<file path="config.mk">
export PLATFORM = sky130hd
export DESIGN_NAME = synth2_control_regs
export DESIGN_NICKNAME = d
export VERILOG_FILES = /design/src/rtl/synth2_regs_pkg.sv /design/src/rtl/synth2_control_regs.sv
export SDC_FILE = /design/constraint.sdc
export NUM_CORES = 1
export LEC_CHECK = 0
export BUFFER_PORTS_ARGS = -buffer_cell sky130_fd_sc_hd__buf_2
export CORE_AREA = 3 3 78 80
export CTS_CLUSTER_SIZE = 14
export DETAILED_ROUTE_END_ITERATION = 7
export DIE_AREA = 0 0 81 83
export HOLD_SLACK_MARGIN = 0.08
export PLACE_DENSITY = 0.81
export SLEW_MARGIN = 30
export SYNTH_ARGS = -nofsm -noshare
export SYNTH_HDL_FRONTEND = slang
export SYNTH_SLANG_ARGS = --single-unit
</file>
<file path="constraint.sdc">
create_clock -name clk_sys -period 5.3 [get_ports clk_sys]
set_input_delay 0.265 -clock clk_sys [delete_from_list [all_inputs] [get_ports clk_sys]]
set_output_delay 0.265 -clock clk_sys [all_outputs]
set_load 0.005 [all_outputs]
</file>
<file path="src/rtl/synth2_regs_pkg.sv">
// constants, register map and state codes for the synthesizer control registers
package synth2_regs_pkg;

    // ****************************************
    // register map (byte addresses)
    // ****************************************
    localparam logic [7:0] DIV_SYNC_PWR_ADDR = 8'h44; // synth2_divider_sync_power_control
    localparam logic [7:0] PUMP_DBL_ADDR     = 8'h48; // synth2_pump_and_doubler_control
    localparam logic [7:0] STATUS_ADDR       = 8'h4C; // read-only state view

    // ****************************************
    // field positions
    // ****************************************
    localparam int POST_DIV_LSB  = 2;
    localparam int POST_DIV_MSB  = 4;
    localparam int SYNC_EN_BIT   = 1;
    localparam int PDN_BIT       = 0;
    localparam int RSVD_RW_BIT   = 5;
    localparam int DOUBLER_BIT   = 4;
    localparam int PUMP_LSB      = 0;
    localparam int PUMP_MSB      = 3;
    localparam int STAT_CAL_LSB  = 0;  // calibration state, one-hot, 3 bits
    localparam int STAT_DIV_LSB  = 4;  // decoded post divide ratio, 4 bits
    localparam int STAT_PUMP_LSB = 8;  // pump current in 0.4 mA steps, 5 bits

    // ****************************************
    // reset values and decode constants
    // ****************************************
    localparam logic [7:0] DIV_SYNC_PWR_RST = 8'h1E; // divider code 7, sync on, powered
    localparam logic [3:0] POST_DIV_RST     = 4'h8;  // ratio decoded from reset code 7
    localparam logic [7:0] PUMP_DBL_RST     = 8'h18; // doubler on, pump code 8
    localparam logic [7:0] CTRL0_WR_MASK    = 8'h1F;
    localparam logic [7:0] CTRL1_WR_MASK    = 8'h3F;
    localparam logic [2:0] POST_DIV_MIN_CODE = 3'h1;
    localparam logic [3:0] POST_DIV_MIN     = 4'h2;
    localparam logic [3:0] PUMP_MAX_LIN     = 4'h7;
    localparam logic [3:0] PUMP_HIGH_CODE   = 4'h8;
    localparam logic [4:0] PUMP_HIGH_STEPS  = 5'h10; // 6.4 mA in 0.4 mA steps
    localparam logic [1:0] RESP_OKAY        = 2'h0;
    localparam logic [1:0] RESP_SLVERR      = 2'h2;

    // ****************************************
    // calibration sequencer states
    // ****************************************
    typedef enum logic [2:0] {
        CAL_OFF  = 3'b001,
        CAL_BUSY = 3'b010,
        CAL_DONE = 3'b100
    } cal_state_t;

endpackage

</file>
<file path="src/rtl/synth2_control_regs.sv">
// control registers, sync gating and calibration sequencer of the second synthesizer
//
// Decided for this implementation: the AXI4-Lite slave port.
`timescale 1ns/1ps
module synth2_control_regs #(
    parameter int ADDR_W = 8
) (
    // clock and reset
    input  wire logic              clk_sys,
    input  wire logic              arst_n,
    // axi4-lite write address and data
    input  wire logic [ADDR_W-1:0] s_axi_awaddr,
    input  wire logic              s_axi_awvalid,
    output logic                   s_axi_awready,
    input  wire logic [31:0]       s_axi_wdata,
    input  wire logic [3:0]        s_axi_wstrb,
    input  wire logic              s_axi_wvalid,
    output logic                   s_axi_wready,
    // axi4-lite write response
    output logic [1:0]             s_axi_bresp,
    output logic                   s_axi_bvalid,
    input  wire logic              s_axi_bready,
    // axi4-lite read
    input  wire logic [ADDR_W-1:0] s_axi_araddr,
    input  wire logic              s_axi_arvalid,
    output logic                   s_axi_arready,
    output logic [31:0]            s_axi_rdata,
    output logic [1:0]             s_axi_rresp,
    output logic                   s_axi_rvalid,
    input  wire logic              s_axi_rready,
    // analogue synthesizer side
    input  wire logic              cal_complete,
    output logic                   synth_enable,
    output logic                   cal_restart,
    output logic [3:0]             post_divide_ratio,
    output logic                   doubler_enable,
    output logic [3:0]             charge_pump_gain,
    output logic [4:0]             pump_current_steps,
    // channel resynchronisation
    input  wire logic              sync_event,
    output logic                   chan_resync
);

    // ****************************************
    // state
    // ****************************************
    logic [7:0]                    ctrl0_r, ctrl0_nxt;
    logic [7:0]                    ctrl1_r, ctrl1_nxt;
    logic                          aw_hold_r, aw_hold_nxt;
    logic                          w_hold_r, w_hold_nxt;
    logic [ADDR_W-1:0]             awaddr_r, awaddr_nxt;
    logic [7:0]                    wbyte_r, wbyte_nxt;
    logic                          wlane_r, wlane_nxt;
    logic                          bvalid_r, bvalid_nxt;
    logic [1:0]                    bresp_r, bresp_nxt;
    logic                          rvalid_r, rvalid_nxt;
    logic [31:0]                   rdata_r, rdata_nxt;
    logic [1:0]                    rresp_r, rresp_nxt;
    synth2_regs_pkg::cal_state_t   cal_r, cal_nxt;
    logic                          restart_r, restart_nxt;
    logic                          resync_r, resync_nxt;
    logic [3:0]                    div_r, div_nxt;
    logic [4:0]                    steps_r, steps_nxt;

    logic [2:0]                    div_code;
    logic [3:0]                    pump_code;
    logic                          do_write;

    assign div_code  = ctrl0_r[synth2_regs_pkg::POST_DIV_MSB:synth2_regs_pkg::POST_DIV_LSB];
    assign pump_code = ctrl1_r[synth2_regs_pkg::PUMP_MSB:synth2_regs_pkg::PUMP_LSB];
    assign do_write  = aw_hold_r && w_hold_r && !bvalid_r;

    // ****************************************
    // bus handshakes
    // ****************************************
    // address and data are taken independently, one write at a time
    assign s_axi_awready = !aw_hold_r && !bvalid_r;
    assign s_axi_wready  = !w_hold_r && !bvalid_r;
    assign s_axi_arready = !rvalid_r;
    assign s_axi_bvalid  = bvalid_r;
    assign s_axi_bresp   = bresp_r;
    assign s_axi_rvalid  = rvalid_r;
    assign s_axi_rdata   = rdata_r;
    assign s_axi_rresp   = rresp_r;

    // write channel and register update
    always_comb begin
        aw_hold_nxt = aw_hold_r;
        w_hold_nxt  = w_hold_r;
        awaddr_nxt  = awaddr_r;
        wbyte_nxt   = wbyte_r;
        wlane_nxt   = wlane_r;
        bvalid_nxt  = bvalid_r;
        bresp_nxt   = bresp_r;
        ctrl0_nxt   = ctrl0_r;
        ctrl1_nxt   = ctrl1_r;
        if (s_axi_awvalid && s_axi_awready) begin
            aw_hold_nxt = 1'b1;
            awaddr_nxt  = s_axi_awaddr;
        end
        if (s_axi_wvalid && s_axi_wready) begin
            w_hold_nxt = 1'b1;
            wbyte_nxt  = s_axi_wdata[7:0];
            wlane_nxt  = s_axi_wstrb[0];
        end
        if (do_write) begin
            aw_hold_nxt = 1'b0;
            w_hold_nxt  = 1'b0;
            bvalid_nxt  = 1'b1;
            bresp_nxt   = synth2_regs_pkg::RESP_OKAY;
            case (awaddr_r[7:0])
                synth2_regs_pkg::DIV_SYNC_PWR_ADDR: begin
                    if (wlane_r) begin
                        ctrl0_nxt = wbyte_r & synth2_regs_pkg::CTRL0_WR_MASK;
                    end
                end
                synth2_regs_pkg::PUMP_DBL_ADDR: begin
                    if (wlane_r) begin
                        ctrl1_nxt = wbyte_r & synth2_regs_pkg::CTRL1_WR_MASK;
                    end
                end
                synth2_regs_pkg::STATUS_ADDR: begin
                    bresp_nxt = synth2_regs_pkg::RESP_OKAY; // read-only, write ignored
                end
                default: begin
                    bresp_nxt = synth2_regs_pkg::RESP_SLVERR;
                end
            endcase
        end else if (bvalid_r && s_axi_bready) begin
            bvalid_nxt = 1'b0;
        end
    end

    // read channel, one cycle after the address is taken
    always_comb begin
        rvalid_nxt = rvalid_r;
        rdata_nxt  = rdata_r;
        rresp_nxt  = rresp_r;
        if (s_axi_arvalid && s_axi_arready) begin
            rvalid_nxt = 1'b1;
            rresp_nxt  = synth2_regs_pkg::RESP_OKAY;
            rdata_nxt  = 32'h0000_0000;
            case (s_axi_araddr[7:0])
                synth2_regs_pkg::DIV_SYNC_PWR_ADDR: rdata_nxt[7:0] = ctrl0_r;
                synth2_regs_pkg::PUMP_DBL_ADDR:     rdata_nxt[7:0] = ctrl1_r;
                synth2_regs_pkg::STATUS_ADDR: begin
                    rdata_nxt[synth2_regs_pkg::STAT_CAL_LSB +: 3]  = cal_r;
                    rdata_nxt[synth2_regs_pkg::STAT_DIV_LSB +: 4]  = div_r;
                    rdata_nxt[synth2_regs_pkg::STAT_PUMP_LSB +: 5] = steps_r;
                end
                default: rresp_nxt = synth2_regs_pkg::RESP_SLVERR;
            endcase
        end else if (rvalid_r && s_axi_rready) begin
            rvalid_nxt = 1'b0;
        end
    end

    // ****************************************
    // synthesizer control
    // ****************************************
    // calibration sequencer and decodes
    always_comb begin
        cal_nxt     = cal_r;
        restart_nxt = 1'b0;
        case (cal_r)
            synth2_regs_pkg::CAL_OFF: begin
                if (!ctrl0_r[synth2_regs_pkg::PDN_BIT]) begin
                    cal_nxt     = synth2_regs_pkg::CAL_BUSY;
                    restart_nxt = 1'b1;
                end
            end
            synth2_regs_pkg::CAL_BUSY: begin
                if (cal_complete) begin
                    cal_nxt = synth2_regs_pkg::CAL_DONE;
                end
            end
            synth2_regs_pkg::CAL_DONE: cal_nxt = synth2_regs_pkg::CAL_DONE;
            default:                   cal_nxt = synth2_regs_pkg::CAL_OFF;
        endcase
        if (ctrl0_r[synth2_regs_pkg::PDN_BIT]) begin
            cal_nxt     = synth2_regs_pkg::CAL_OFF;
            restart_nxt = 1'b0;
        end
        resync_nxt = sync_event && ctrl0_r[synth2_regs_pkg::SYNC_EN_BIT];
        if (div_code <= synth2_regs_pkg::POST_DIV_MIN_CODE) begin
            div_nxt = synth2_regs_pkg::POST_DIV_MIN;
        end else begin
            div_nxt = {1'b0, div_code} + 4'h1;
        end
        if (pump_code == synth2_regs_pkg::PUMP_HIGH_CODE) begin
            steps_nxt = synth2_regs_pkg::PUMP_HIGH_STEPS;
        end else if (pump_code <= synth2_regs_pkg::PUMP_MAX_LIN) begin
            steps_nxt = {1'b0, pump_code};
        end else begin
            steps_nxt = 5'h00; // unsupported code, pump off
        end
    end

    // registers
    always_ff @(posedge clk_sys or negedge arst_n) begin
        if (!arst_n) begin
            ctrl0_r   <= synth2_regs_pkg::DIV_SYNC_PWR_RST;
            ctrl1_r   <= synth2_regs_pkg::PUMP_DBL_RST;
            aw_hold_r <= 1'b0;
            w_hold_r  <= 1'b0;
            awaddr_r  <= '0;
            wbyte_r   <= 8'h00;
            wlane_r   <= 1'b0;
            bvalid_r  <= 1'b0;
            bresp_r   <= synth2_regs_pkg::RESP_OKAY;
            rvalid_r  <= 1'b0;
            rdata_r   <= 32'h0000_0000;
            rresp_r   <= synth2_regs_pkg::RESP_OKAY;
            cal_r     <= synth2_regs_pkg::CAL_OFF;
            restart_r <= 1'b0;
            resync_r  <= 1'b0;
            div_r     <= synth2_regs_pkg::POST_DIV_RST;
            steps_r   <= synth2_regs_pkg::PUMP_HIGH_STEPS;
        end else begin
            ctrl0_r   <= ctrl0_nxt;
            ctrl1_r   <= ctrl1_nxt;
            aw_hold_r <= aw_hold_nxt;
            w_hold_r  <= w_hold_nxt;
            awaddr_r  <= awaddr_nxt;
            wbyte_r   <= wbyte_nxt;
            wlane_r   <= wlane_nxt;
            bvalid_r  <= bvalid_nxt;
            bresp_r   <= bresp_nxt;
            rvalid_r  <= rvalid_nxt;
            rdata_r   <= rdata_nxt;
            rresp_r   <= rresp_nxt;
            cal_r     <= cal_nxt;
            restart_r <= restart_nxt;
            resync_r  <= resync_nxt;
            div_r     <= div_nxt;
            steps_r   <= steps_nxt;
        end
    end

    // ****************************************
    // outputs
    // ****************************************
    assign synth_enable       = (cal_r != synth2_regs_pkg::CAL_OFF);
    assign cal_restart        = restart_r;
    assign chan_resync        = resync_r;
    assign post_divide_ratio  = div_r;
    assign doubler_enable     = ctrl1_r[synth2_regs_pkg::DOUBLER_BIT];
    assign charge_pump_gain   = pump_code;
    assign pump_current_steps = steps_r;

endmodule

</file>
==> metrics.md, run 1 <==
| Metric | Value |
|---|---|
| Initial Util | `0.4879` |
| H-tree depth | `3` |
| Commonest non-fill, non-tap cell in the layout | `buf_2` |
| Final HPWL DP | `~3700 um` |
| Std cell rows | `27` |
| Clock latency at the later pin of the worst-skew pair | `about 0.33 ns` |
| Gpl congestion | `between 0.7 and 0.8` |
| First-pass GRT wire length | `7983 um` |
| Status | `finished clean` |
| Sequential fraction of the synthesis area | `0.5572` |
| Top achievable clock speed | `approximately 0.52 GHz` |
| Grt total ovfl | `0` |
| Vias in the first global route | `~1,800` |
| Post-synth design cell area | `between 2000 and 3000 um^2` |
| Area occupied by multi-input gates | `between 1000 and 1500 um^2` |
| Synth area leader | `dfrtp_1` |
| Antenna Violating Nets Remaining | `0` |
| Clk Tree Root Cell | `clkbuf_8` |
| Most frequent cells in the layout | `68 x buf_2, 50 x dfrtp_1, 32 x mux2_2` |
| Quantity of I/O buffers inserted on ports | `just under 70` |
| Fillers | `488` |
| Power Density | `approximately 420 nW/um^2` |
| Post-synth top area share | `0.4686` |
| Crit path DAT | `2.15 ns` |
| Placeable Area | `5473 um^2` |
| Vert. Die Dim | `between 80 and 90 um` |
| Max-slew violation count | `0` |
| Unique masters post-synth | `38` |
| Setup CP Type | `reg2reg` |
| DIE AREA | `between 6000 and 7000 um^2` |
| XOR/XNOR share of the synthesized area | `0.003280` |
| Die width | `between 80 and 90 um` |
| Largest family of logic cells by synthesized area | `multiplexers` |
| Tcrit/Tclk final | `0.3655` |
| Post-CTS Hold Fix Bufs | `0` |
| Initial antenna violation count | `0` |
| Worst R2R Start | `awaddr_r[5]$_DFFE_PN0P_` |
| Resized cells post-CTS | `0` |
| CP Max Fanout | `6` |
| DRC | `0` |
| Placed Cells | `~350` |
| FF-to-FF path depth | `3` |
| Synth Area in Adders | `0.009372` |
| Syn. warnings | `0` |
| Final Skew | `between 0.003 and 0.004 ns` |
| Num CTS Buffers | `9` |
| Sink Count | `between 50 and 60` |
| Largest net degree at the start of global routing | `60` |
| Post-synthesis register bit count | `59` |
| Post-Synth Simple-Gate Area | `0.1270` |
| Share of layout cells above drive strength 1 | `0.4377` |
| Fin crit period | `about 1.9 ns` |
| Flop2flop setup slack | `roughly 3.4 ns` |
| Total area of sequential cells | `roughly 1500 um^2` |
| Leak pwr | `approximately 1.6 nW` |
| Clock transition at path regs | `~0.060 ns` |
| Worst hold slack | `between 0.06 and 0.07 ns` |
| WL per Instance | `about 13 um` |
| Crit path launch type | `register` |
| Gr usage total | `0.1578` |
| Syn_area_per_cell | `around 12 um^2` |
| RSZ-0062 raised after global routing | `false` |
| Final setup TNS | `0 ns` |
| # nets final | `between 300 and 400` |
| Worst-Margin Slew | `between 0.7 and 0.8 ns` |
| Post-synthesis compound-gate area fraction | `0.06935` |
| DR vias | `approximately 1,800` |
| Syn-to-layout area delta | `17.90%` |
| WL final | `just under 5000 um` |
| Max IR drop VDD | `approximately 0.29 mV` |
| Drt initial violations | `80` |
| Worst setup EP type | `register` |
| Multiplexer share of the synthesized area | `0.1425` |
| Number of iterations in the first detailed-routing pass | `4` |
| TritonCTS clock tree | `built` |
| Slew HR | `0.5257` |
| Ant diodes | `0` |
| Maximum buffer depth of the clock tree | `2` |
| RR Endpoint | `ctrl1_r[2]$_DFFE_PN0P_` |
| WP data required | `roughly 5.5 ns` |
| Post-Layout Cell Count | `369` |
| Final setup vio count | `0` |
| I/O pin count | `roughly 120` |
| Number of vias per cell | `around 5` |
| Hold Crit Class | `in2async` |
| Mapped Cells | `roughly 230` |
| Final hold vios | `0` |
| # Post-CTS Setup Buffers | `0` |
| Area contributors post-synth | `dfrtp_1 47%, mux2_2 13%, dfstp_2 8.9%, buf_4 7.0%, nand2_1 3.2%` |
| Max-Cap Viols | `0` |
==> per-layer routing <==
metal / track usage / share of wire / up-vias
met5: 0 / 0 / -
met4: 0.06605 / 0.020 / 0
met3: 0.08351 / 0.099 / 8
met2: 0.2577 / 0.49 / 83
met1: 0.1675 / 0.39 / 849
li1: - / - / 862
==> flip-flops by register name, indices dropped and copies added (netlist names) <==
register and count:
aw_hold_r 1, awaddr_r 8, cal_r 3, cal_restart 1
chan_resync 1, ctrl0_r 5, ctrl1_r 6, post_divide_ratio 4
pump_current_steps 5, s_axi_bresp 1, s_axi_bvalid 1, s_axi_rdata 13
s_axi_rresp 1, s_axi_rvalid 1, w_hold_r 1, wbyte_r 6
wlane_r 1
==> layout make-up <==
| cell class | instances | share of cell area |
|---|---|---|
| clock buffer | 13 | 0.05366 |
| tap | 72 | 0.02862 |
| timing repair buffer | 69 | 0.1105 |
| multi-input combinational | 148 | 0.3243 |
| sequential | 59 | 0.4726 |
| clock inverter | 2 | 0.003180 |
| inverter | 6 | 0.007154 |
==> kinds of logic after synthesis <==
| family | after synthesis |
|---|---|
| AOI/OAI and AO/OA | 31 |
| xor gates and xnor gates | 1 |
| adders and majority gates | 2 |
| buffers and inverters | 39 |
| DFF | 59 |
| muxes | 34 |
| other | 1 |
| and+or+nand+nor | 58 |
==> report_power, final <==
part / leakage (nW) / switching [mW] / internal, mW
Combinational: 0.726 / 0.131 / 0.167
Sequential: 0.729 / 0.0919 / 0.565
Clock: 0.0953 / 0.162 / 0.204
Total: 1.55 / 0.385 / 0.937
==> stage by stage <==
stage	utilization	power (mW)	worst slack (ns)	instance area [um^2]
finish	0.5752	1.321	3.363	3148
global placement	0.5425	0.9497	3.361	2969
floorplan	-	0.8791	3.473	2749
detailed placement	0.5425	0.9691	3.341	2969
CTS	0.5752	1.343	3.328	3148
global route	0.5752	1.408	3.245	3148
==> worst max-delay path, stage by stage (launching register included) <==
cell and delay [ns]:
dfrtp_1 0.38, or4b_4 0.59, nor4_4 0.47, mux2_2 0.39
==> how the worst max path moves through the flow <==
stage                       startpoint                      to
6_report       awaddr_r[5]$_DFFE_PN0P_  ctrl1_r[2]$_DFFE_PN0P_
2_1_floorplan  awaddr_r[5]$_DFFE_PN0P_  ctrl1_r[0]$_DFFE_PN0P_
3_5_place_dp   awaddr_r[5]$_DFFE_PN0P_  ctrl1_r[1]$_DFFE_PN0P_
4_1_cts        awaddr_r[5]$_DFFE_PN0P_  ctrl1_r[1]$_DFFE_PN0P_
5_1_grt        awaddr_r[5]$_DFFE_PN0P_  ctrl1_r[0]$_DFFE_PN0P_
3_3_place_gp   awaddr_r[5]$_DFFE_PN0P_  ctrl1_r[2]$_DFFE_PN0P_
==> synth_stat cells <==
library cell	number
nor4_4	2
clkbuf_1	8
dfstp_2	9
and2_1	3
a22oi_1	4
nand3b_1	1
o21a_1	1
nand2_1	23
or2_2	1
o2111ai_1	1
nand3_1	2
nor3_1	2
and3b_1	1
inv_1	6
nand2b_1	3
nor2_1	6
mux2_2	32
nand4_1	1
a31oi_1	1
and3_1	1
o21ai_0	16
nor2b_1	5
a21oi_1	4
o21ba_2	1
o211ai_1	1
nand4b_1	1
nor4b_1	3
conb_1	1
or4b_4	1
nor4_1	1
buf_4	25
ha_1	2
o31ai_1	1
mux2i_1	2
xor2_1	1
or3b_2	1
dfrtp_1	50
a21o_1	1
(Power assumes the default switching activity.)
==> run 2: changes to the inputs <==
--- a/config.mk
+++ b/config.mk
@@ -6,12 +6,12 @@
 export NUM_CORES = 1
 export LEC_CHECK = 0
 export BUFFER_PORTS_ARGS = -buffer_cell sky130_fd_sc_hd__buf_2
-export CORE_AREA = 3 3 78 80
+export CORE_AREA = 3 3 80 82
 export CTS_CLUSTER_SIZE = 14
 export DETAILED_ROUTE_END_ITERATION = 7
-export DIE_AREA = 0 0 81 83
+export DIE_AREA = 0 0 83 85
 export HOLD_SLACK_MARGIN = 0.08
-export PLACE_DENSITY = 0.81
+export PLACE_DENSITY = 0.78
 export SLEW_MARGIN = 30
 export SYNTH_ARGS = -nofsm -noshare
 export SYNTH_HDL_FRONTEND = slang
==> constraint.sdc (replaced) <==
create_clock -name clk_sys -period 1.8 [get_ports clk_sys]
set_input_delay 0.09 -clock clk_sys [delete_from_list [all_inputs] [get_ports clk_sys]]
set_output_delay 0.09 -clock clk_sys [all_outputs]
set_load 0.005 [all_outputs]
==> metrics.md, run 2 (synthesis results as in run 1) <==
| Metric | Value |
|---|---|
| Status | `finished clean` |
| Crit path DAT | `between 1.5 and 2 ns` |
| Gpl congestion | `about 0.77` |
| WL final | `between 5000 and 6000 um` |
| Clock power frac | `0.353` |
| Slew HR | `0.6244` |
| Tcrit/Tclk final | `0.9634` |
| Placeable Area | `roughly 5800 um^2` |
| Hold Path Depth | `4` |
| Grt total ovfl | `0` |
| Vias in the first global route | `approximately 1,900` |
| Final hold vios | `0` |
| Clock latency at the later pin of the worst-skew pair | `0.32 ns` |
| Quantity of I/O buffers inserted on ports | `around 70` |
| Maximum buffer depth of the clock tree | `2` |
| Setup ws final | `0.06583 ns` |
| Max IR drop VDD | `0.6954 mV` |
| Max reg flops | `13` |
| RSZ-0062 raised after global routing | `true` |
| Drt initial violations | `96` |
| DRC | `0` |
| Gr usage total | `0.1621` |
| P_sw | `~1.2 mW` |
| Antenna Violating Nets Remaining | `0` |
| Hold Crit Class | `in2reg` |
| Power Density | `around 1300 nW/um^2` |
| First-pass GRT wire length | `~9100 um` |
| Max-slew violation count | `0` |
| Hold path start | `s_axi_araddr[4]` |
| Pre-CTS setup slack | `-0.05975 ns` |
| Final setup vio count | `0` |
| Std cell rows | `28` |
| WP data required | `2.01 ns` |
| Seq pwr share | `0.437` |
| FF-to-FF path depth | `4` |
| Leak pwr | `about 1.7 nW` |
| Vert. Die Dim | `around 85 um` |
| Number of vias per cell | `between 4 and 5` |
| I/O pin count | `between 100 and 150` |
| Final design utilization | `0.6009` |
| Initial antenna violation count | `0` |
| WL per Instance | `roughly 14 um` |
| Initial Util | `0.4591` |
| Final Skew | `0.005441 ns` |
| Cell Int Power | `roughly 3.3 mW` |
| CP Max Fanout | `6` |
| Flop2flop setup slack | `approximately 0.066 ns` |
| Worst-Margin Slew | `0.5633 ns` |
| DIE AREA | `~7100 um^2` |
| Design Power | `~4.5 mW` |
| DR vias | `about 1,900` |
| Largest net degree at the start of global routing | `36` |
| Combinational Power Share | `0.210` |
| Fillers | `between 400 and 500` |
| TritonCTS clock tree | `built` |
| Top achievable clock speed | `0.5766 GHz` |
| Worst R2R Start | `awaddr_r[7]$_DFFE_PN0P_` |
| Clk Tree Root Cell | `clkbuf_8` |
| Net Sw Frac | `0.2694` |
| Clock transition at path regs | `roughly 0.07 ns` |
| Hold Crit Endpoint | `s_axi_rdata[3]$_DFFE_PN0P_` |
| Final HPWL DP | `roughly 3800 um` |
| Ant diodes | `0` |
| Num CTS Buffers | `9` |
| # Post-CTS Setup Buffers | `0` |
| Setup CP Type | `reg2reg` |
| Most frequent cells in the layout | `68 x buf_2, 50 x dfrtp_1, 29 x mux2_2` |
| Die width | `between 80 and 90 um` |
| Fin crit period | `1.734 ns` |
| # nets final | `380` |
| RR Endpoint | `ctrl1_r[2]$_DFFE_PN0P_` |
| Worst hold slack | `between 0.1 and 0.15 ns` |
| Crit path launch type | `register` |
| Sink Count | `~60` |
| Max-Cap Viols | `0` |
| H-tree depth | `3` |
| Syn-to-layout area delta | `30.88%` |
| Commonest non-fill, non-tap cell in the layout | `buf_2` |
| Number of iterations in the first detailed-routing pass | `4` |
| Worst setup EP type | `register` |
| Share of layout cells above drive strength 1 | `0.4224` |
## run 2: changes by cell type in the layout (fill, tap and decap cells not counted), sizes merged
| cell | previous run | this run |
|---|---|---|
| buf | 69 | 73 |
| clkbuf | 13 | 9 |
| clkinvlp | 0 | 2 |
| dlygate4sd3 | 0 | 20 |
| bufinv | 0 | 4 |
| clkinv | 2 | 1 |
## run 2: cell type report
cell class                      instances  area [um^2]  area share
Multi-Input combinational cell        148         1032      0.2954
Sequential cell                        59         1488      0.4257
Clock inverter                          7        140.1     0.04010
Tap cell                               75        93.84     0.02685
Inverter                                6        22.52    0.006445
Clock buffer                            9        123.9     0.03545
Timing Repair Buffer                   93        594.3      0.1701
## run 2: stage by stage
stage                     cell area [um^2]    TNS, ns  instances
after global routing                  3495  -0.003499        397
after floorplan                       2749          0        246
after global placement                3015   -0.03246        361
after CTS                             3480          0        397
final                                 3495          0        397
after detailed placement              3015    -0.2469        361
## run 2: power by group through the flow
stage | Combinational (mW) | Clock, mW | Sequential, mW
2_1_floorplan | 0.737 | 0 | 1.85
3_5_place_dp | 0.902 | 0 | 1.96
6_report | 0.936 | 1.57 | 1.95
3_3_place_gp | 0.863 | 0 | 1.94
5_1_grt | 1.04 | 1.68 | 2.01
4_1_cts | 0.942 | 1.60 | 1.94
## run 2: metal layers
layer | vias up | GRT usage | part of all wire
li1 | 913 | - | -
met3 | 2 | 0.05922 | 0.073
met2 | 78 | 0.2857 | 0.52
met5 | - | 0 | 0
met4 | 0 | 0.04309 | 0.0039
met1 | 915 | 0.1872 | 0.40
## run 2: worst max path at each step
stage                                       start                endpoint  slack (ns)  cells past startpoint
after floorplan           awaddr_r[5]$_DFFE_PN0P_  ctrl0_r[0]$_DFFE_PN0P_       0.007                      3
after global routing      awaddr_r[7]$_DFFE_PN0P_  ctrl1_r[1]$_DFFE_PN0P_      -0.003                      4
after CTS                 awaddr_r[7]$_DFFE_PN0P_  ctrl1_r[0]$_DFFE_PN0P_        0.04                      4
final                     awaddr_r[7]$_DFFE_PN0P_  ctrl1_r[2]$_DFFE_PN0P_        0.07                      4
after detailed placement  awaddr_r[5]$_DFFE_PN0P_  ctrl0_r[0]$_DFFE_PN0P_       -0.06                      4
after global placement    awaddr_r[5]$_DFFE_PN0P_  ctrl0_r[0]$_DFFE_PN0P_       -0.03                      4
## run 2: timing repair
| action | CTS | global route |
|---|---|---|
| resized for setup | 0 | 4 |
| hold endpoints to repair | 41 | 0 |
| setup endpoints to repair | 10 | 5 |
| hold buffers | 20 | 0 |
| pin swaps | 3 | 0 |
## run 2: critical path, stage by stage, from the launching register on
cell and delay, ns:
dfrtp_1 0.38, or4b_4 0.59, nor4_4 0.16, buf_6 0.17, mux2_2 0.33
